===== src/dod_pkg.sv =====
// Package of opcode patterns, counts and operation codes for the instruction decoder
package dod_pkg;

   // ******************************************************************
   // Operation codes
   // ******************************************************************
   typedef enum logic [5:0] {
      DOD_OP_NONE          = 6'h00,
      DOD_OP_MAC_MOVE      = 6'h01,
      DOD_OP_LOAD_ARP      = 6'h02,
      DOD_OP_MULTIPLY      = 6'h03,
      DOD_OP_MPY_ADD_PREV  = 6'h04,
      DOD_OP_MPY_SUB_PREV  = 6'h05,
      DOD_OP_NORMALIZE     = 6'h06,
      DOD_OP_OR_IMM_SHIFT  = 6'h07,
      DOD_OP_OR_IMM_16     = 6'h08,
      DOD_OP_ACC_FROM_PROD = 6'h09,
      DOD_OP_POP_ACC       = 6'h0A,
      DOD_OP_POP_MEM       = 6'h0B,
      DOD_OP_PUSH_MEM      = 6'h0C,
      DOD_OP_PUSH_ACC      = 6'h0D,
      DOD_OP_COND_RETURN   = 6'h0E,
      DOD_OP_REPEAT_MEM    = 6'h0F,
      DOD_OP_REPEAT_IMM    = 6'h10,
      DOD_OP_STORE_HIGH    = 6'h11,
      DOD_OP_STORE_LOW     = 6'h12,
      DOD_OP_AUX_SUB_IMM   = 6'h13,
      DOD_OP_SET_CONTROL   = 6'h14,
      DOD_OP_SQUARE_ADD    = 6'h15,
      DOD_OP_SQUARE_SUB    = 6'h16,
      DOD_OP_STORE_STAT0   = 6'h17,
      DOD_OP_STORE_STAT1   = 6'h18,
      DOD_OP_STORE_IMM     = 6'h19,
      DOD_OP_SUB_PRODUCT   = 6'h1A
   } dod_op_t;

   // Status control selectors
   typedef enum logic [2:0] {
      DOD_SC_NONE  = 3'h0,
      DOD_SC_CARRY = 3'h1,
      DOD_SC_PROG  = 3'h2,
      DOD_SC_INTD  = 3'h3,
      DOD_SC_OVM   = 3'h4,
      DOD_SC_TEST  = 3'h5,
      DOD_SC_XFLAG = 3'h6,
      DOD_SC_SXM   = 3'h7
   } dod_sc_t;

   // Fetch states, one-hot
   typedef enum logic [1:0] {
      DOD_ST_FIRST  = 2'b01,
      DOD_ST_SECOND = 2'b10
   } dod_state_t;

   // ******************************************************************
   // Upper-byte patterns
   // ******************************************************************
   localparam logic [7:0] DOD_UB_MAC_MOVE  = 8'hA3;
   localparam logic [7:0] DOD_UB_MAR_GRP   = 8'h8B;
   localparam logic [7:0] DOD_UB_MULTIPLY  = 8'h54;
   localparam logic [7:0] DOD_UB_MPY_ADD   = 8'h50;
   localparam logic [7:0] DOD_UB_MPY_SUB   = 8'h51;
   localparam logic [7:0] DOD_UB_NORMALIZE = 8'hA0;
   localparam logic [7:0] DOD_UB_IMM_GRP   = 8'hBF;
   localparam logic [7:0] DOD_UB_MISC_GRP  = 8'hBE;
   localparam logic [7:0] DOD_UB_POP_MEM   = 8'h8A;
   localparam logic [7:0] DOD_UB_PUSH_MEM  = 8'h76;
   localparam logic [7:0] DOD_UB_REP_MEM   = 8'h0B;
   localparam logic [7:0] DOD_UB_REP_IMM   = 8'hBB;
   localparam logic [7:0] DOD_UB_AUX_SUB   = 8'h7C;
   localparam logic [7:0] DOD_UB_SQR_ADD   = 8'h52;
   localparam logic [7:0] DOD_UB_SQR_SUB   = 8'h53;
   localparam logic [7:0] DOD_UB_STAT0     = 8'h8E;
   localparam logic [7:0] DOD_UB_STAT1     = 8'h8F;
   localparam logic [7:0] DOD_UB_STORE_IMM = 8'hAE;

   // Other field patterns
   localparam logic [4:0] DOD_ARP_HI5      = 5'h11;   // Low byte 1000 1xxx
   localparam logic [3:0] DOD_NIB_OR_SHIFT = 4'hC;
   localparam logic [7:0] DOD_LB_OR_16     = 8'h82;
   localparam logic [7:0] DOD_LB_ACC_PROD  = 8'h03;
   localparam logic [7:0] DOD_LB_POP       = 8'h32;
   localparam logic [7:0] DOD_LB_PUSH      = 8'h3C;
   localparam logic [7:0] DOD_LB_SUB_PROD  = 8'h05;
   localparam logic [3:0] DOD_NIB_SET_CTL  = 4'h4;
   localparam logic [5:0] DOD_RET_HI6      = 6'h3B;   // 1110 11
   localparam logic [3:0] DOD_NIB_STORE    = 4'h9;
   localparam logic [3:0] DOD_SC_N_CARRY   = 4'hF;
   localparam logic [3:0] DOD_SC_N_PROG    = 4'h5;
   localparam logic [3:0] DOD_SC_N_INTD    = 4'h1;
   localparam logic [3:0] DOD_SC_N_OVM     = 4'h3;
   localparam logic [3:0] DOD_SC_N_TEST    = 4'hB;
   localparam logic [3:0] DOD_SC_N_XFLAG   = 4'hD;
   localparam logic [3:0] DOD_SC_N_SXM     = 4'h7;
   localparam logic [15:0] DOD_RET_UNCOND  = 16'hEF00;

   // ******************************************************************
   // Word and cycle counts
   // ******************************************************************
   localparam logic [1:0] DOD_WORDS_1  = 2'h1;
   localparam logic [1:0] DOD_WORDS_2  = 2'h2;
   localparam logic [2:0] DOD_CYC_1    = 3'h1;
   localparam logic [2:0] DOD_CYC_2    = 3'h2;
   localparam logic [2:0] DOD_CYC_3    = 3'h3;
   localparam logic [2:0] DOD_CYC_4    = 3'h4;
   localparam logic [15:0] DOD_PC_RESET = 16'h0000;

endpackage


===== src/dod_decoder.sv =====
// Instruction decoder top: fetch sequencing, second-word capture and decoded outputs
`timescale 1ns/1ps

module dod_decoder
#(
   parameter int PC_W = 16
)
(
   input  wire logic                 clk,
   input  wire logic                 nrst,
   input  wire logic                 ce,
   input  wire logic                 pm_valid,
   input  wire logic [15:0]          pm_word,
   input  wire logic                 cond_true,
   output logic                      pm_ready,
   output logic      [PC_W-1:0]      pc,
   output logic                      dec_valid,
   output dod_pkg::dod_op_t          dec_op,
   output dod_pkg::dod_sc_t          dec_sel,
   output logic      [1:0]           dec_words,
   output logic      [2:0]           dec_cycles,
   output logic      [15:0]          dec_imm,
   output logic      [7:0]           dec_addr,
   output logic      [3:0]           dec_shift,
   output logic      [2:0]           dec_ar,
   output logic      [7:0]           dec_cond,
   output logic                      dec_illegal
);

   // ******************************************************************
   // Declarations
   // ******************************************************************
   dod_pkg::dod_state_t state_r;
   dod_pkg::dod_op_t    m_op;
   dod_pkg::dod_sc_t    m_sel;
   logic [1:0]          m_words;
   logic [2:0]          m_cyc;
   logic [2:0]          m_cyc_alt;
   logic                m_legal;
   logic [15:0]         first_r;
   logic                take;
   logic                need_second;

   // Pattern match on the incoming word, only meaningful in first-word state
   dod_match u_match
   (
      .word    (pm_word),
      .op      (m_op),
      .sel     (m_sel),
      .words   (m_words),
      .cyc     (m_cyc),
      .cyc_alt (m_cyc_alt),
      .legal   (m_legal)
   );

   // Always ready while clocked; the program memory is the only stall source
   assign pm_ready    = ce;
   assign take        = ce && pm_valid;
   assign need_second = (m_words == dod_pkg::DOD_WORDS_2);

   // ******************************************************************
   // Fetch sequencer
   // ******************************************************************
   // A second word is only captured, never matched, so data cannot alias an opcode
   always_ff @(posedge clk or negedge nrst)
   begin
      if (!nrst)
         state_r <= dod_pkg::DOD_ST_FIRST;
      else if (take)
      begin
         case (state_r)
            dod_pkg::DOD_ST_FIRST:
               state_r <= need_second ? dod_pkg::DOD_ST_SECOND : dod_pkg::DOD_ST_FIRST;
            dod_pkg::DOD_ST_SECOND:
               state_r <= dod_pkg::DOD_ST_FIRST;
            default:
               state_r <= dod_pkg::DOD_ST_FIRST;
         endcase
      end
   end

   // Program counter: one step per word taken, so two-word forms advance by two
   always_ff @(posedge clk or negedge nrst)
   begin
      if (!nrst)
         pc <= PC_W'(dod_pkg::DOD_PC_RESET);
      else if (take)
         pc <= pc + PC_W'(1);
   end

   // Hold the first word while its constant is fetched
   always_ff @(posedge clk or negedge nrst)
   begin
      if (!nrst)
         first_r <= 16'h0000;
      else if (take && state_r == dod_pkg::DOD_ST_FIRST)
         first_r <= pm_word;
   end

   // ******************************************************************
   // Decoded outputs
   // ******************************************************************
   // Strobe for one enabled cycle when a whole instruction is in hand; it keeps its value while ce is low
   always_ff @(posedge clk or negedge nrst)
   begin
      if (!nrst)
         dec_valid <= 1'b0;
      else if (ce)
         dec_valid <= pm_valid && ((state_r == dod_pkg::DOD_ST_SECOND) || !need_second);
   end

   // Field outputs load with the first word; the constant loads with the second
   always_ff @(posedge clk or negedge nrst)
   begin
      if (!nrst)
      begin
         dec_op      <= dod_pkg::DOD_OP_NONE;
         dec_sel     <= dod_pkg::DOD_SC_NONE;
         dec_words   <= dod_pkg::DOD_WORDS_1;
         dec_cycles  <= dod_pkg::DOD_CYC_1;
         dec_addr    <= 8'h00;
         dec_shift   <= 4'h0;
         dec_ar      <= 3'h0;
         dec_cond    <= 8'h00;
         dec_illegal <= 1'b0;
      end
      else if (take && state_r == dod_pkg::DOD_ST_FIRST)
      begin
         dec_op      <= m_op;
         dec_sel     <= m_sel;
         dec_words   <= m_words;
         // Return cost depends on the condition judged by the datapath
         dec_cycles  <= cond_true ? m_cyc : m_cyc_alt;
         dec_addr    <= pm_word[7:0];
         // Shift count sits low for immediate OR, in bits 10:8 for stores
         dec_shift   <= (m_op == dod_pkg::DOD_OP_OR_IMM_SHIFT) ? pm_word[3:0]
                        : {1'b0, pm_word[10:8]};
         dec_ar      <= pm_word[2:0];
         dec_cond    <= pm_word[7:0];
         dec_illegal <= !m_legal;
      end
   end

   // Immediate: second word for two-word forms, else the low byte zero-extended
   always_ff @(posedge clk or negedge nrst)
   begin
      if (!nrst)
         dec_imm <= 16'h0000;
      else if (take && state_r == dod_pkg::DOD_ST_SECOND)
         dec_imm <= pm_word;
      else if (take)
         dec_imm <= {8'h00, pm_word[7:0]};
   end

   // ******************************************************************
   // Checks
   // ******************************************************************
   chk_second_no_strobe: assert property (@(posedge clk) disable iff (!nrst)
      (take && state_r == dod_pkg::DOD_ST_FIRST && need_second) |=> !dec_valid)
      else $error("strobe raised on first word of two-word instruction");

   chk_pc_step_two: assert property (@(posedge clk) disable iff (!nrst)
      (take && state_r == dod_pkg::DOD_ST_FIRST && need_second) ##1 take |=> pc == $past(pc, 2) + PC_W'(2))
      else $error("program counter did not advance by two");

   chk_mac_move: assert property (@(posedge clk) disable iff (!nrst)
      (take && state_r == dod_pkg::DOD_ST_FIRST && pm_word[15:8] == dod_pkg::DOD_UB_MAC_MOVE)
      |=> dec_op == dod_pkg::DOD_OP_MAC_MOVE && dec_cycles == dod_pkg::DOD_CYC_3 && dec_words == dod_pkg::DOD_WORDS_2)
      else $error("multiply-accumulate-move decode wrong");

   chk_addr_pass: assert property (@(posedge clk) disable iff (!nrst)
      (take && state_r == dod_pkg::DOD_ST_FIRST) |=> dec_addr == $past(pm_word[7:0]))
      else $error("address byte altered");

   chk_ret_cycles: assert property (@(posedge clk) disable iff (!nrst)
      (take && state_r == dod_pkg::DOD_ST_FIRST && pm_word[15:10] == dod_pkg::DOD_RET_HI6 && !cond_true
       && pm_word != dod_pkg::DOD_RET_UNCOND) |=> dec_cycles == dod_pkg::DOD_CYC_2)
      else $error("untaken return cycle count wrong");

   chk_imm_capture: assert property (@(posedge clk) disable iff (!nrst)
      (take && state_r == dod_pkg::DOD_ST_FIRST && pm_word[15:8] == dod_pkg::DOD_UB_STORE_IMM) ##1 take
      |=> dec_valid && dec_imm == $past(pm_word) && dec_op == dod_pkg::DOD_OP_STORE_IMM)
      else $error("store constant not captured from second word");

   chk_store_half: assert property (@(posedge clk) disable iff (!nrst)
      (take && state_r == dod_pkg::DOD_ST_FIRST && pm_word[15:12] == dod_pkg::DOD_NIB_STORE)
      |=> dec_op == ($past(pm_word[11]) ? dod_pkg::DOD_OP_STORE_HIGH : dod_pkg::DOD_OP_STORE_LOW))
      else $error("store half selection wrong");

   chk_single_strobe: assert property (@(posedge clk) disable iff (!nrst)
      (take && state_r == dod_pkg::DOD_ST_FIRST && pm_word == {dod_pkg::DOD_UB_MISC_GRP, dod_pkg::DOD_LB_ACC_PROD})
      |=> dec_valid && dec_op == dod_pkg::DOD_OP_ACC_FROM_PROD && dec_cycles == dod_pkg::DOD_CYC_1)
      else $error("product-to-accumulator decode wrong");

   // The constant must not disturb what the held first word decoded to
   chk_second_held: assert property (@(posedge clk) disable iff (!nrst)
      (take && state_r == dod_pkg::DOD_ST_SECOND)
      |=> dec_op == $past(dec_op) && dec_addr == first_r[7:0])
      else $error("second word disturbed the decoded fields");

   chk_set_carry: assert property (@(posedge clk) disable iff (!nrst)
      (take && state_r == dod_pkg::DOD_ST_FIRST
       && pm_word == {dod_pkg::DOD_UB_MISC_GRP, dod_pkg::DOD_NIB_SET_CTL, dod_pkg::DOD_SC_N_CARRY})
      |=> dec_valid && dec_op == dod_pkg::DOD_OP_SET_CONTROL && dec_sel == dod_pkg::DOD_SC_CARRY)
      else $error("set carry control decode wrong");

   chk_ret_taken: assert property (@(posedge clk) disable iff (!nrst)
      (take && state_r == dod_pkg::DOD_ST_FIRST && pm_word[15:10] == dod_pkg::DOD_RET_HI6 && cond_true)
      |=> dec_cycles == dod_pkg::DOD_CYC_4)
      else $error("taken return cycle count wrong");

endmodule


===== src/dod_match.sv =====
// Combinational opcode match for the multiply-to-subtract instruction range
`timescale 1ns/1ps

module dod_match
(
   input  wire logic [15:0]      word,
   output dod_pkg::dod_op_t      op,
   output dod_pkg::dod_sc_t      sel,
   output logic      [1:0]       words,
   output logic      [2:0]       cyc,
   output logic      [2:0]       cyc_alt,
   output logic                  legal
);

   logic [7:0] ub;
   logic [7:0] lb;

   assign ub = word[15:8];
   assign lb = word[7:0];

   // ******************************************************************
   // Pattern table
   // ******************************************************************
   // Full-word patterns are tested before the shared upper-byte groups, apart from the subtract-product word, which is tested last
   always_comb
   begin
      op      = dod_pkg::DOD_OP_NONE;
      sel     = dod_pkg::DOD_SC_NONE;
      words   = dod_pkg::DOD_WORDS_1;
      cyc     = dod_pkg::DOD_CYC_1;
      cyc_alt = dod_pkg::DOD_CYC_1;
      if (ub == dod_pkg::DOD_UB_MAC_MOVE)
      begin
         op    = dod_pkg::DOD_OP_MAC_MOVE;
         words = dod_pkg::DOD_WORDS_2;
         cyc   = dod_pkg::DOD_CYC_3;
      end
      else if (ub == dod_pkg::DOD_UB_MAR_GRP && lb[7:3] == dod_pkg::DOD_ARP_HI5)
         op = dod_pkg::DOD_OP_LOAD_ARP;
      else if (ub == dod_pkg::DOD_UB_MULTIPLY)
         op = dod_pkg::DOD_OP_MULTIPLY;
      else if (ub == dod_pkg::DOD_UB_MPY_ADD)
         op = dod_pkg::DOD_OP_MPY_ADD_PREV;
      else if (ub == dod_pkg::DOD_UB_MPY_SUB)
         op = dod_pkg::DOD_OP_MPY_SUB_PREV;
      else if (ub == dod_pkg::DOD_UB_NORMALIZE)
         op = dod_pkg::DOD_OP_NORMALIZE;
      else if (ub == dod_pkg::DOD_UB_IMM_GRP && lb[7:4] == dod_pkg::DOD_NIB_OR_SHIFT)
      begin
         op    = dod_pkg::DOD_OP_OR_IMM_SHIFT;
         words = dod_pkg::DOD_WORDS_2;
         cyc   = dod_pkg::DOD_CYC_2;
      end
      else if (ub == dod_pkg::DOD_UB_MISC_GRP && lb == dod_pkg::DOD_LB_OR_16)
      begin
         op    = dod_pkg::DOD_OP_OR_IMM_16;
         words = dod_pkg::DOD_WORDS_2;
         cyc   = dod_pkg::DOD_CYC_2;
      end
      else if (ub == dod_pkg::DOD_UB_MISC_GRP && lb == dod_pkg::DOD_LB_ACC_PROD)
         op = dod_pkg::DOD_OP_ACC_FROM_PROD;
      else if (ub == dod_pkg::DOD_UB_MISC_GRP && lb == dod_pkg::DOD_LB_POP)
         op = dod_pkg::DOD_OP_POP_ACC;
      else if (ub == dod_pkg::DOD_UB_POP_MEM)
         op = dod_pkg::DOD_OP_POP_MEM;
      else if (ub == dod_pkg::DOD_UB_PUSH_MEM)
         op = dod_pkg::DOD_OP_PUSH_MEM;
      else if (ub == dod_pkg::DOD_UB_MISC_GRP && lb == dod_pkg::DOD_LB_PUSH)
         op = dod_pkg::DOD_OP_PUSH_ACC;
      else if (word[15:10] == dod_pkg::DOD_RET_HI6)
      begin
         op      = dod_pkg::DOD_OP_COND_RETURN;
         cyc     = dod_pkg::DOD_CYC_4;
         cyc_alt = (word == dod_pkg::DOD_RET_UNCOND) ? dod_pkg::DOD_CYC_4 : dod_pkg::DOD_CYC_2;
      end
      else if (ub == dod_pkg::DOD_UB_REP_MEM)
         op = dod_pkg::DOD_OP_REPEAT_MEM;
      else if (ub == dod_pkg::DOD_UB_REP_IMM)
         op = dod_pkg::DOD_OP_REPEAT_IMM;
      else if (word[15:12] == dod_pkg::DOD_NIB_STORE)
         op = word[11] ? dod_pkg::DOD_OP_STORE_HIGH : dod_pkg::DOD_OP_STORE_LOW;
      else if (ub == dod_pkg::DOD_UB_AUX_SUB)
         op = dod_pkg::DOD_OP_AUX_SUB_IMM;
      else if (ub == dod_pkg::DOD_UB_MISC_GRP && lb[7:4] == dod_pkg::DOD_NIB_SET_CTL)
      begin
         case (lb[3:0])
            dod_pkg::DOD_SC_N_CARRY: sel = dod_pkg::DOD_SC_CARRY;
            dod_pkg::DOD_SC_N_PROG:  sel = dod_pkg::DOD_SC_PROG;
            dod_pkg::DOD_SC_N_INTD:  sel = dod_pkg::DOD_SC_INTD;
            dod_pkg::DOD_SC_N_OVM:   sel = dod_pkg::DOD_SC_OVM;
            dod_pkg::DOD_SC_N_TEST:  sel = dod_pkg::DOD_SC_TEST;
            dod_pkg::DOD_SC_N_XFLAG: sel = dod_pkg::DOD_SC_XFLAG;
            dod_pkg::DOD_SC_N_SXM:   sel = dod_pkg::DOD_SC_SXM;
            default:                 sel = dod_pkg::DOD_SC_NONE;
         endcase
         // Clear forms of this group lie outside the range
         op = (sel == dod_pkg::DOD_SC_NONE) ? dod_pkg::DOD_OP_NONE : dod_pkg::DOD_OP_SET_CONTROL;
      end
      else if (ub == dod_pkg::DOD_UB_SQR_ADD)
         op = dod_pkg::DOD_OP_SQUARE_ADD;
      else if (ub == dod_pkg::DOD_UB_SQR_SUB)
         op = dod_pkg::DOD_OP_SQUARE_SUB;
      else if (ub == dod_pkg::DOD_UB_STAT0)
         op = dod_pkg::DOD_OP_STORE_STAT0;
      else if (ub == dod_pkg::DOD_UB_STAT1)
         op = dod_pkg::DOD_OP_STORE_STAT1;
      else if (ub == dod_pkg::DOD_UB_STORE_IMM)
      begin
         op    = dod_pkg::DOD_OP_STORE_IMM;
         words = dod_pkg::DOD_WORDS_2;
         cyc   = dod_pkg::DOD_CYC_2;
      end
      else if (ub == dod_pkg::DOD_UB_MISC_GRP && lb == dod_pkg::DOD_LB_SUB_PROD)
         op = dod_pkg::DOD_OP_SUB_PRODUCT;
      if (op == dod_pkg::DOD_OP_NONE)
         cyc_alt = dod_pkg::DOD_CYC_1;
      else if (op != dod_pkg::DOD_OP_COND_RETURN)
         cyc_alt = cyc;
   end

   assign legal = (op != dod_pkg::DOD_OP_NONE);

endmodule


===== config.mk =====
export PLATFORM = sky130hd
export DESIGN_NAME = dod_decoder
export DESIGN_NICKNAME = d
export VERILOG_FILES = /design/src/dod_pkg.sv /design/src/dod_decoder.sv /design/src/dod_match.sv
export SDC_FILE = /design/constraint.sdc
export NUM_CORES = 1
export LEC_CHECK = 0
export ABC_AREA = 1
export BUFFER_PORTS_ARGS = -buffer_cell sky130_fd_sc_hd__buf_2
export CORE_MARGIN = 2
export CORE_UTILIZATION = 30
export DETAILED_ROUTE_END_ITERATION = 10
export HOLD_SLACK_MARGIN = 0.03
export PLACE_DENSITY = 0.53
export SYNTH_ARGS = -nofsm -noshare
export SYNTH_HDL_FRONTEND = slang
export SYNTH_SLANG_ARGS = --single-unit

===== constraint.sdc =====
create_clock -name clk -period 1.6 [get_ports clk]
set_input_delay 0 -clock clk [delete_from_list [all_inputs] [get_ports clk]]
set_output_delay 0 -clock clk [all_outputs]
set_load 0.05 [all_outputs]

# == Yosys cells after proc, flatten, opt, wreduce, memory -nomap -nowiden ==
# Index checks and enable logic that the tools add are counted.
# totals
elab_cells,210
input_bits,21
reg_bits,65
# op_classes
mux,137
reduce_logical,19
addsub,1
eq_ne,41
# op_table
operator,count
$mux 3,79
$mux 6,24
$eq 8x8->1 const B,11
$eq 8x7->1 const B,7
$mux 2,28
$mux 16,2
$pmux 3 s7,1
$eq 4x4->1 const B,5
$add 16x1->16 const B,1
$eq 16x16->1 const B,1
$eq 8x6->1 const B,2
$eq 4x3->1 const B,3
$logic_and 1x1->1,12
$mux 5,2
$eq 8x2->1 const B,1
$eq 8x3->1 const B,1
$eq 8x4->1 const B,1
$eq 6x3->1 const B,1
$eq 6x6->1 const B,1
$logic_not 6->1,1
$ne 6x4->1 const B,1
$reduce_bool 6->1,1
$eq 5x5->1 const B,1
$eq 2x2->1 const B,2
8 further kinds,9

# == Logic depth before layout (Yosys ltp) ==
# Gate-level depths: netlist of run 1.
# depth
word_depth,46
mapped_depth,13
ltp_nobuf,13

# == Modules after synthesis ==
# From an unflattened synthesis of run 1, not the netlist that was laid out.
# unflattened
cells_unflattened,475
area_unflattened_um2,3529.6
# modules_own_cells
module,cells_per_inst,area_each_um2,seq_area_each_um2,n_inst
dod_decoder,304,2731.4,1555.2,1
dod_match,171,798.3,0.0,1

# == Least setup slack after synthesis of run 1 ==
# Ideal clock, no wire load.
# synth_timing
path_type,reg2reg
from,register pc[0]
to,register pc[13]
stages_incl_launch_ff,9
t_arrival_ps,1859
path_buffers,0
synth_period_minus_slack_ps,1941
path_slack_ps,-341
cell_sequence,dfrtp_1 > inv_1 > nor3_4 > nand3_2 > nor2_2 > nand3_2 > or2_4 > nor2_2 > xor2_1
# synth_via
elab_chain_cells,1
# synth_rtl
element,line_no,rtl
from (decl),dod_decoder.sv:16,"output logic [PC_W-1:0] pc,"
from (signal assigned),dod_decoder.sv:86,pc <= PC_W'(dod_pkg::DOD_PC_RESET);
from (signal assigned),dod_decoder.sv:88,pc <= pc + PC_W'(1);
$add 16x1->16,dod_decoder.sv:88,
# No other way between the ends.
# A chain may end at the register's enable or synchronous reset.

# == Worst setup path after layout of run 1 ==
# layout_timing
from,register pc[0]
to,register pc[15]
# Same word-level chain as after synthesis.

==> results.json, run 1 <==
{
  "status": "completed",
  "p_switching_w": 0.00184,
  "drt_wl_total_mm": 9.37,
  "num_antenna_cells": 0,
  "vdd_ir_drop_max_mv": 0.706,
  "clk_latency_ns": 0.34,
  "synth_warnings": 0,
  "grt_max_degree": 42,
  "placed_area_sq_um": 3890,
  "cts_sinks": 61,
  "dp_hpwl_mm": 7.27,
  "crit_required_ns": 1.86,
  "tightest_slew_ns": 0.520,
  "fmax_mhz": 643,
  "syn_nets": 445,
  "avgViaCountPerCell": 4.55,
  "htreeDepth": 3,
  "area_delta_synth_final_pct": 33.6,
  "slew_headroom": 0.654,
  "swShare": 0.415,
  "fin_crit_sh": 0.972,
  "p_total_w": 0.00443,
  "rsz0062_at_grt": "yes",
  "wl_per_cell_um": 13.8,
  "path_max_fanout": 3,
  "slew_viol_final": 0,
  "synthesis.area_sq_um": 3220,
  "die_w_um": 108,
  "die_h_um": 108,
  "ys_top_cells_by_area": "dfrtp_1, nand2_1, nor2_1, o21ai_0, inv_1",
  "ios": 93,
  "post-synth-top-area-cell": "dfrtp_1",
  "synth_area_per_cell_sq_um": 7.62,
  "p_comb_frac": 0.317,
  "place_congestion": 0.890,
  "fin_skew_ns": 0.00421,
  "setup_viol": 0,
  "holdWs_ns": 0.0363,
  "layout_min_cycle_time_ns": 1.56,
  "grt_pass1_vias": 2975,
  "yosysSeqAreaShare": 0.475,
  "criticalPathCategory": "flop to flop",
  "p_clk_frac": 0.267,
  "finish.instance_area_sq_um": 4310,
  "power_frac_seq": 0.416,
  "grtUsageTotal": 0.168,
  "clk_pin_slew_ns": 0.07,
  "cts_root_buf": "clkbuf_8",
  "postRouteAntennaNets": 0,
  "synthDistinctLibCells": 35,
  "netlist.area_leader.share": 0.450,
  "critPathCaptureType": "flop",
  "synth_edf_count": 0,
  "leakage_nw": 2.32,
  "cts_tree": "built",
  "worstHoldPathType": "primary input to flop",
  "drive_above_1_share": 0.337,
  "clockBufferDepth": 2,
  "multi_input_area_sq_um": 1510,
  "finalHoldViolCount": 0,
  "start_kind": "flop",
  "row_count": 37,
  "overflow": 0,
  "numPortBuffers": 91,
  "post-route-drc-count": 0,
  "p_int_w": 0.00259,
  "via_count": 3092,
  "die_area_sq_um": 11600,
  "synthFlopType": "dfrtp_1",
  "synth.ff_latch_count": 61,
  "start_util": 0.311,
  "async_flop_share": 1.00,
  "cp_data_arrival_time_ns": 1.82,
  "core_area_sq_um": 10400,
  "grt_pass1_wl_mm": 15.1,
  "fillerInstances": 1122,
  "nets": 560,
  "drtIter0Drc": 106,
  "netlist_instances": 423,
  "maxCapViolCount": 0,
  "cts_buffers": 9,
  "seq_area_sq_um": 1540,
  "firstDrtPassIters": 4,
  "antenna_found_initial": 0,
  "powerDensity_nw_per_um2": 1030
}
power by group through the flow:
stage          logic, W  clock network [W]  registers (W)
3_5_place_dp    0.00135                  0        0.00188
4_1_cts         0.00138            0.00122        0.00185
6_report        0.00140            0.00118        0.00184
3_3_place_gp    0.00136                  0        0.00186
5_1_grt         0.00151            0.00128        0.00186
2_1_floorplan  0.000487                  0        0.00239
synthesized netlist by cell type, types with 6 or more instances:
cell type  count
nand2_1      127
o21ai_0       38
xnor2_1        6
inv_1         42
a21oi_1        6
nor2_1        56
xor2_1         8
dfrtp_1       58
nor2_2         7
buf_4         13
nand3_1       19
clkbuf_1       7
through the flow:
step | utilization | TNS (ns) | setup slack, ns | instances
CTS | 0.404 | 0 | 0.00913 | 678
finish | 0.415 | 0 | 0.0448 | 679
floorplan | - | -0.377 | -0.120 | 423
detailed placement | 0.375 | 0 | 0.0223 | 649
global placement | 0.375 | 0 | 0.0759 | 649
global route | 0.415 | -0.355 | -0.0938 | 679
area by class of cell:
| type | count | area share |
|---|---|---|
| well taps | 136 | 0.0395 |
| flip-flops and latches | 61 | 0.357 |
| clock buffers | 9 | 0.0288 |
| repair buffers | 126 | 0.177 |
| inverters | 43 | 0.0375 |
| clock inverters | 7 | 0.00988 |
| multi-input cells | 297 | 0.350 |
flip-flops by register name (all words and copies together), names as in the netlist:
signal,count
dec_imm,16
pc,16
dec_cond,6
dec_op,5
dec_shift,4
dec_cycles,3
dec_sel,3
dec_ar,2
dec_words,2
state_r,2
dec_illegal,1
dec_valid,1
worst max-delay path: stages, from the launching register on:
cell and delay [ns]:
dfrtp_2 0.38, inv_2 0.06, nor3_4 0.21, nand3_2 0.13
nor2_4 0.12, nand3_2 0.08, or2_4 0.26, nor2_2 0.10
xor2_1 0.14
kinds of logic (layout without fill, tap and decap cells):
| group | count (synthesis) | in the layout | share of synthesized area |
|---|---|---|---|
| AOI/OAI and AO/OA | 54 | 54 | 0.0908 |
| xor gates and xnor gates | 14 | 14 | 0.0380 |
| DFF | 61 | 61 | 0.475 |
| buffers and inverters | 65 | 185 | 0.0912 |
| other | 1 | 1 | 0.00116 |
| adders and majority gates | 1 | 1 | 0.00388 |
| and+or+nand+nor | 227 | 227 | 0.300 |
cell usage in the layout (no fill, tap or decap), types with 6 or more instances in the layout:
master	netlist	layout
nor2_2	7	10
clkbuf_8	0	9
dlygate4sd3_1	0	12
nor2_1	56	48
o21ai_0	38	38
buf_4	13	22
nand2_2	1	7
dfrtp_1	58	53
nand3_1	19	17
xor2_1	8	8
buf_2	1	90
xnor2_1	6	6
nand2_1	127	120
inv_1	42	37
per-layer routing:
layer,track usage,up-vias,part of all wire
li1,-,1551,-
met5,0,-,0
met2,0.264,88,0.45
met4,0.0577,0,0.015
met1,0.232,1441,0.49
met3,0.0297,12,0.048
worst paths after layout:
kind                             start           to  slack (ns)  cells after the start
max                              pc[0]       pc[15]        0.04                      8
min                        pm_word[13]  dec_imm[13]        0.04                      3
max reg2reg                      pc[0]       pc[15]        0.04                      8
min reg2reg                     pc[15]       pc[15]        0.47                      1
max in group asynchronous         nrst    dec_op[1]        0.84                      3
min in group asynchronous         nrst        pc[3]        0.16                      2
timing repair:
| action | CTS | global route |
|---|---|---|
| setup endpoints to repair | 1 | 22 |
| gates resized for setup | 1 | 34 |
| hold endpoints to repair | 38 | 0 |
| pin swaps | 0 | 9 |
| hold buffers | 13 | 0 |
| cloned | 0 | 0 |
| buffers inserted | 0 | 2 |
Note: power is estimated with default switching activity, not from simulation.
==> run 2, diff against run 1 <==
Settings changed: RECOVER_POWER set to 100.
==> run 2 against run 1 <==
Compared with the run above: sequential cell count unchanged; wire length increased by 0.13%; clock skew increased by 0.0014 ns; highest routed layer unchanged; clock power about the same; combinational power decreased by 4%; cell count unchanged; fmax decreased by 0.13%; count of clock-buffer cells in the layout unchanged; register-to-register slack about the same; die area unchanged.
==> results.json, run 2 (synthesis results as in run 1) <==
{
  "cpPeakStageDelay_ns": 0.38,
  "die_area_sq_um": 11600,
  "placed_area_sq_um": 3890,
  "fin_util": 0.406,
  "clk_pin_slew_ns": 0.07,
  "antenna_found_initial": 0,
  "numPortBuffers": 91,
  "nets": 560,
  "grt_max_degree": 42,
  "criticalPathCategory": "flop to flop",
  "fmax_mhz": 642,
  "dp_hpwl_mm": 7.27,
  "grtUsageTotal": 0.168,
  "fin_skew_ns": 0.00566,
  "path_cells": "inv_2 > nor3_4 > nand3_2 > nor2_4 > nand3_2 > or2_4 > nor2_2 > xor2_1",
  "fillerInstances": 1160,
  "leakage_nw": 2.06,
  "drive_above_1_share": 0.199,
  "firstDrtPassIters": 5,
  "wl_per_cell_um": 13.8,
  "slew_headroom": 0.160,
  "seq_area_sq_um": 1540,
  "post-route-drc-count": 0,
  "slowest_stage": "dfrtp_2",
  "multi_input_area_sq_um": 1510,
  "grt_pass1_vias": 2975,
  "path_max_fanout": 3,
  "die_h_um": 108,
  "worstHoldPathType": "primary input to flop",
  "holdWs_ns": 0.0377,
  "cp_data_arrival_time_ns": 1.82,
  "grt_use_met1": 0.232,
  "rsz0062_at_grt": "yes",
  "maxCapViolCount": 0,
  "crit_required_ns": 1.86,
  "powerDensity_nw_per_um2": 1040,
  "avgViaCountPerCell": 4.54,
  "tightest_slew_ns": 1.26,
  "vdd_ir_drop_max_mv": 0.644,
  "use_met3": 0.0297,
  "path_delay_family": "simple AND/OR/NAND/NOR gates",
  "critPathCaptureType": "flop",
  "htreeDepth": 3,
  "setup_viol": 0,
  "layout.cells.most_common": "nand2_1",
  "postRouteAntennaNets": 0,
  "layout_min_cycle_time_ns": 1.56,
  "die_w_um": 108,
  "cp_num_buf_inv": 1,
  "via_count": 3086,
  "final_cell_mix": "nand2_1, clkbuf_1, dfrtp_1, nor2_1",
  "core_area_sq_um": 10400,
  "tns_ns": 0,
  "met2_usage": 0.264,
  "num_antenna_cells": 0,
  "row_count": 37,
  "cts_tree": "built",
  "finalHoldViolCount": 0,
  "area_delta_synth_final_pct": 30.6,
  "cts_sinks": 61,
  "finish.instance_area_sq_um": 4210,
  "start_kind": "flop",
  "drt_wl_total_mm": 9.38,
  "busiest_layer": "met2",
  "cp-startpoint": "pc[0]",
  "clk_latency_ns": 0.34,
  "cts_root_buf": "clkbuf_8",
  "crit-reg2reg-launch": "pc[0]",
  "fin_crit_sh": 0.973,
  "slew_viol_final": 0,
  "start_util": 0.311,
  "crit_path_frequent_cell": "nand3_2",
  "worstHoldStart": "pm_word[13]",
  "overflow": 0,
  "drtIter0Drc": 110,
  "ios": 93,
  "status": "completed",
  "grt_pass1_wl_mm": 15.1,
  "largestRegisters": "dec_imm: 16 flops, pc: 16 flops, dec_cond: 6 flops",
  "cts_buffers": 9,
  "place_congestion": 0.890,
  "clockBufferDepth": 2
}
run 2: through the flow:
stage,setup WS [ns],power (W),cells
3_3_place_gp,0.0759,0.00322,649
3_5_place_dp,0.0223,0.00322,649
6_report,0.0428,0.00438,679
5_1_grt,-0.101,0.00459,679
2_1_floorplan,-0.120,0.00288,423
4_1_cts,0.00913,0.00445,678
run 2: worst paths after layout:
path / end / slack [ns] / cells after the start
max: pc[15] / 0.04 / 8
min: dec_imm[13] / 0.04 / 3
max reg2reg: pc[15] / 0.04 / 8
min reg2reg: dec_cycles[0] / 0.47 / 2
max in group asynchronous: pc[1] / 0.32 / 2
min in group asynchronous: pc[3] / 0.44 / 2
run 2: worst min-delay path, cell delays in order:
cell and delay [ns]:
buf_2 0.13, inv_1 0.10, o21ai_0 0.10
run 2: power by group:
part / internal, W / switching (W)
Clock: 0.000549 / 0.000634
Combinational: 0.000274 / 0.00107
Sequential: 0.00171 / 0.000141
run 2: per-layer routing:
metal  routed length (um)  vias to the layer above
li1                     -                     1552
met1                 4490                     1430
met2                 4180                       91
met3                  563                       13
met4                  141                        0
met5                    0                        -
run 2: final cells by class:
cell class,count,area share
flip-flops and latches,61,0.365
multi-input cells,297,0.359
repair buffers,126,0.158
well taps,136,0.0404
inverters,43,0.0383
clock buffers,9,0.0294
clock inverters,7,0.0101
run 2: repair_timing:
action	CTS	global route
pin swaps	0	9
setup buffers	0	2
hold endpoints to repair	38	0
gates resized for setup	1	34
hold buffers	13	0
endpoints found under the setup margin	1	22
==> run 3, diff against run 2 <==
Settings changed: ABC_AREA 1 to 0.
==> run 3 against run 2 <==
Compared with the run above: synthesized cell count shrank 15%; clock skew increased by 0.0018 ns; via count up 4.5%; clock power is 12% higher; cell area rose by 7.4%; cell count decreased by 4.1%; worst setup slack improved by 0.049 ns.
==> results.json, run 3 <==
{
  "area_delta_synth_final_pct": 35.8,
  "yosysSeqAreaShare": 0.459,
  "path_max_fanout": 18,
  "dp_hpwl_mm": 7.67,
  "drtIter0Drc": 183,
  "avgViaCountPerCell": 4.95,
  "die_h_um": 109,
  "netlist.area_leader.share": 0.436,
  "slew_headroom": 0.439,
  "start_util": 0.307,
  "synth.ff_latch_count": 61,
  "die_area_sq_um": 12000,
  "criticalPathCategory": "primary input to flop",
  "synthDistinctLibCells": 66,
  "grt_max_degree": 62,
  "setup_ws_ns": 0.0919,
  "fin_skew_ns": 0.00744,
  "setup_viol": 0,
  "tns_ns": 0,
  "cts_sinks": 61,
  "synth_most_common_cell": "nand2_1",
  "drive_above_1_share": 0.254,
  "place_congestion": 0.859,
  "status": "completed",
  "r2r-end": "pc[12]",
  "synth_edf_count": 0,
  "post_cts_buffers": 0,
  "cp_data_arrival_time_ns": 1.77,
  "seq_area_sq_um": 1540,
  "reg2reg_slack_ns": 0.12,
  "syn_nets": 383,
  "async_flop_share": 1.00,
  "final_cell_mix": "nand2_1, clkbuf_1, buf_4, dfrtp_1, buf_2",
  "hold_path_depth": 4,
  "via_count": 3224,
  "fmax_mhz": 663,
  "synth.top_cells.by_count": "nand2_1, dfrtp_1, buf_4",
  "tightest_slew_ns": 0.841,
  "place_ws_ns": -0.217,
  "overflow": 0,
  "crit-reg2reg-launch": "pc[4]",
  "grtUsageTotal": 0.173,
  "worstHoldPathType": "primary input to flop",
  "layout_min_cycle_time_ns": 1.51,
  "synth_warnings": 0,
  "crit_required_ns": 1.86,
  "finalHoldViolCount": 0,
  "cts_root_buf": "clkbuf_8",
  "core_area_sq_um": 10800,
  "ios": 93,
  "critPathCaptureType": "flop",
  "slew_viol_final": 0,
  "num_antenna_cells": 0,
  "antenna_found_initial": 0,
  "post-synth-top-area-cell": "dfrtp_1",
  "ys_top_cells_by_area": "dfrtp_1, nand2_1, buf_4, xnor2_1, o21ai_0",
  "clk_pin_slew_ns": 0.07,
  "row_count": 38,
  "fillerInstances": 1180,
  "drt_wl_total_mm": 10.1,
  "start_kind": "primary input",
  "synthesis.area_sq_um": 3330,
  "nets": 528,
  "clockBufferDepth": 2,
  "firstDrtPassIters": 4,
  "fin_crit_sh": 0.943,
  "cts_buffers": 9,
  "worstHoldStart": "pm_word[4]",
  "numPortBuffers": 91,
  "vdd_ir_drop_max_mv": 0.425,
  "synthFlopType": "dfrtp_1",
  "post-route-drc-count": 0,
  "powerDensity_nw_per_um2": 1030,
  "holdWs_ns": 0.0309,
  "instances_no_fill": 651,
  "wl_per_cell_um": 15.5,
  "clk_latency_ns": 0.35,
  "postRouteAntennaNets": 0,
  "dp.cells": 626,
  "r2r_cells": 5,
  "synth_area_per_cell_sq_um": 9.23,
  "maxCapViolCount": 0,
  "htreeDepth": 3,
  "cts_tree": "built",
  "netlist_instances": 361,
  "die_w_um": 109,
  "leakage_nw": 2.05,
  "grt_pass1_vias": 3098,
  "multi_input_area_sq_um": 1580,
  "grt_pass1_wl_mm": 15.9,
  "layout.cells.most_common": "nand2_1",
  "rsz0062_at_grt": "no",
  "largestRegisters": "dec_imm: 16 flops, pc: 16 flops, dec_cond: 6 flops",
  "hold_path_end": "dec_imm[4]"
}
==> run 3: cell types whose count changed after synthesis, sizes merged, moves of 5 or more <==
cell    before  now
inv         42    6
nand3       22   14
buf         15   28
nand3b       0    5
nor2        63   18
o21ai       41   17
a22o         0    9
xnor2        6   13
nor4         0    8
nand2      128   82
==> run 3: kinds of logic after synthesis <==
| logic type | synth area share |
|---|---|
| AOI/OAI and AO/OA | 0.130 |
| xor gates and xnor gates | 0.0473 |
| adders and majority gates | 0.00376 |
| buffers and inverters | 0.0729 |
| DFF | 0.459 |
| muxes | 0.00977 |
| other | 0.00113 |
| and+or+nand+nor | 0.276 |
==> run 3: cell type report <==
| type | count | area share |
|---|---|---|
| repair buffers | 169 | 0.225 |
| inverters | 6 | 0.00498 |
| multi-input cells | 259 | 0.349 |
| flip-flops and latches | 61 | 0.340 |
| clock buffers | 11 | 0.0335 |
| clock inverters | 5 | 0.00913 |
| well taps | 140 | 0.0387 |
==> run 3: routing by layer <==
layer  part of all wire  routed length [um]  vias to the layer above  global-route usage
met3              0.052                 522                       17              0.0373
met5                  0                   0                        -                   0
met1               0.45                4500                     1557               0.227
met4              0.019                 193                        0              0.0561
met2               0.48                4850                       93               0.282
li1                   -                   -                     1557                   -
==> run 3: worst max-delay path by stage <==
stage	start	endpoint	cells past startpoint
final	ce	dec_sel[0]	8
after global routing	ce	pc[13]	8
after CTS	state_r[1]	dec_imm[14]	2
after detailed placement	pm_word[15]	dec_op[4]	8
after global placement	pm_word[10]	dec_illegal	7
after floorplan	pc[4]	pc[11]	5
==> run 3: per-stage QoR <==
stage / total power, W / util / instance area (sq um)
4_1_cts: 0.00479 / 0.427 / 4630
2_1_floorplan: 0.00300 / - / 3340
3_5_place_dp: 0.00343 / 0.401 / 4350
3_3_place_gp: 0.00342 / 0.401 / 4350
6_report: 0.00466 / 0.417 / 4520
5_1_grt: 0.00491 / 0.417 / 4520
==> run 3: timing repair <==
action / CTS / global route
endpoints found under the setup margin: 0 / 13
gates resized for setup: 0 / 3
endpoints found under the hold margin: 73 / 0
hold buffers: 9 / 0
==> run 3: power breakdown <==
group | switching [W] | total [W] | leakage, nW | internal, W
Combinational | 0.00112 | 0.00147 | 1.18 | 0.000353
Clock | 0.000662 | 0.00132 | 0.0926 | 0.000659
Sequential | 0.000152 | 0.00187 | 0.776 | 0.00171
==> run 3: critical path, cell delays in order <==
cell	delay, ns
dlygate4sd3_1	0.52
buf_2	0.13
nand2_1	0.09
buf_4	0.18
nor3b_2	0.28
buf_12	0.19
nand3_1	0.15
o21ai_0	0.21
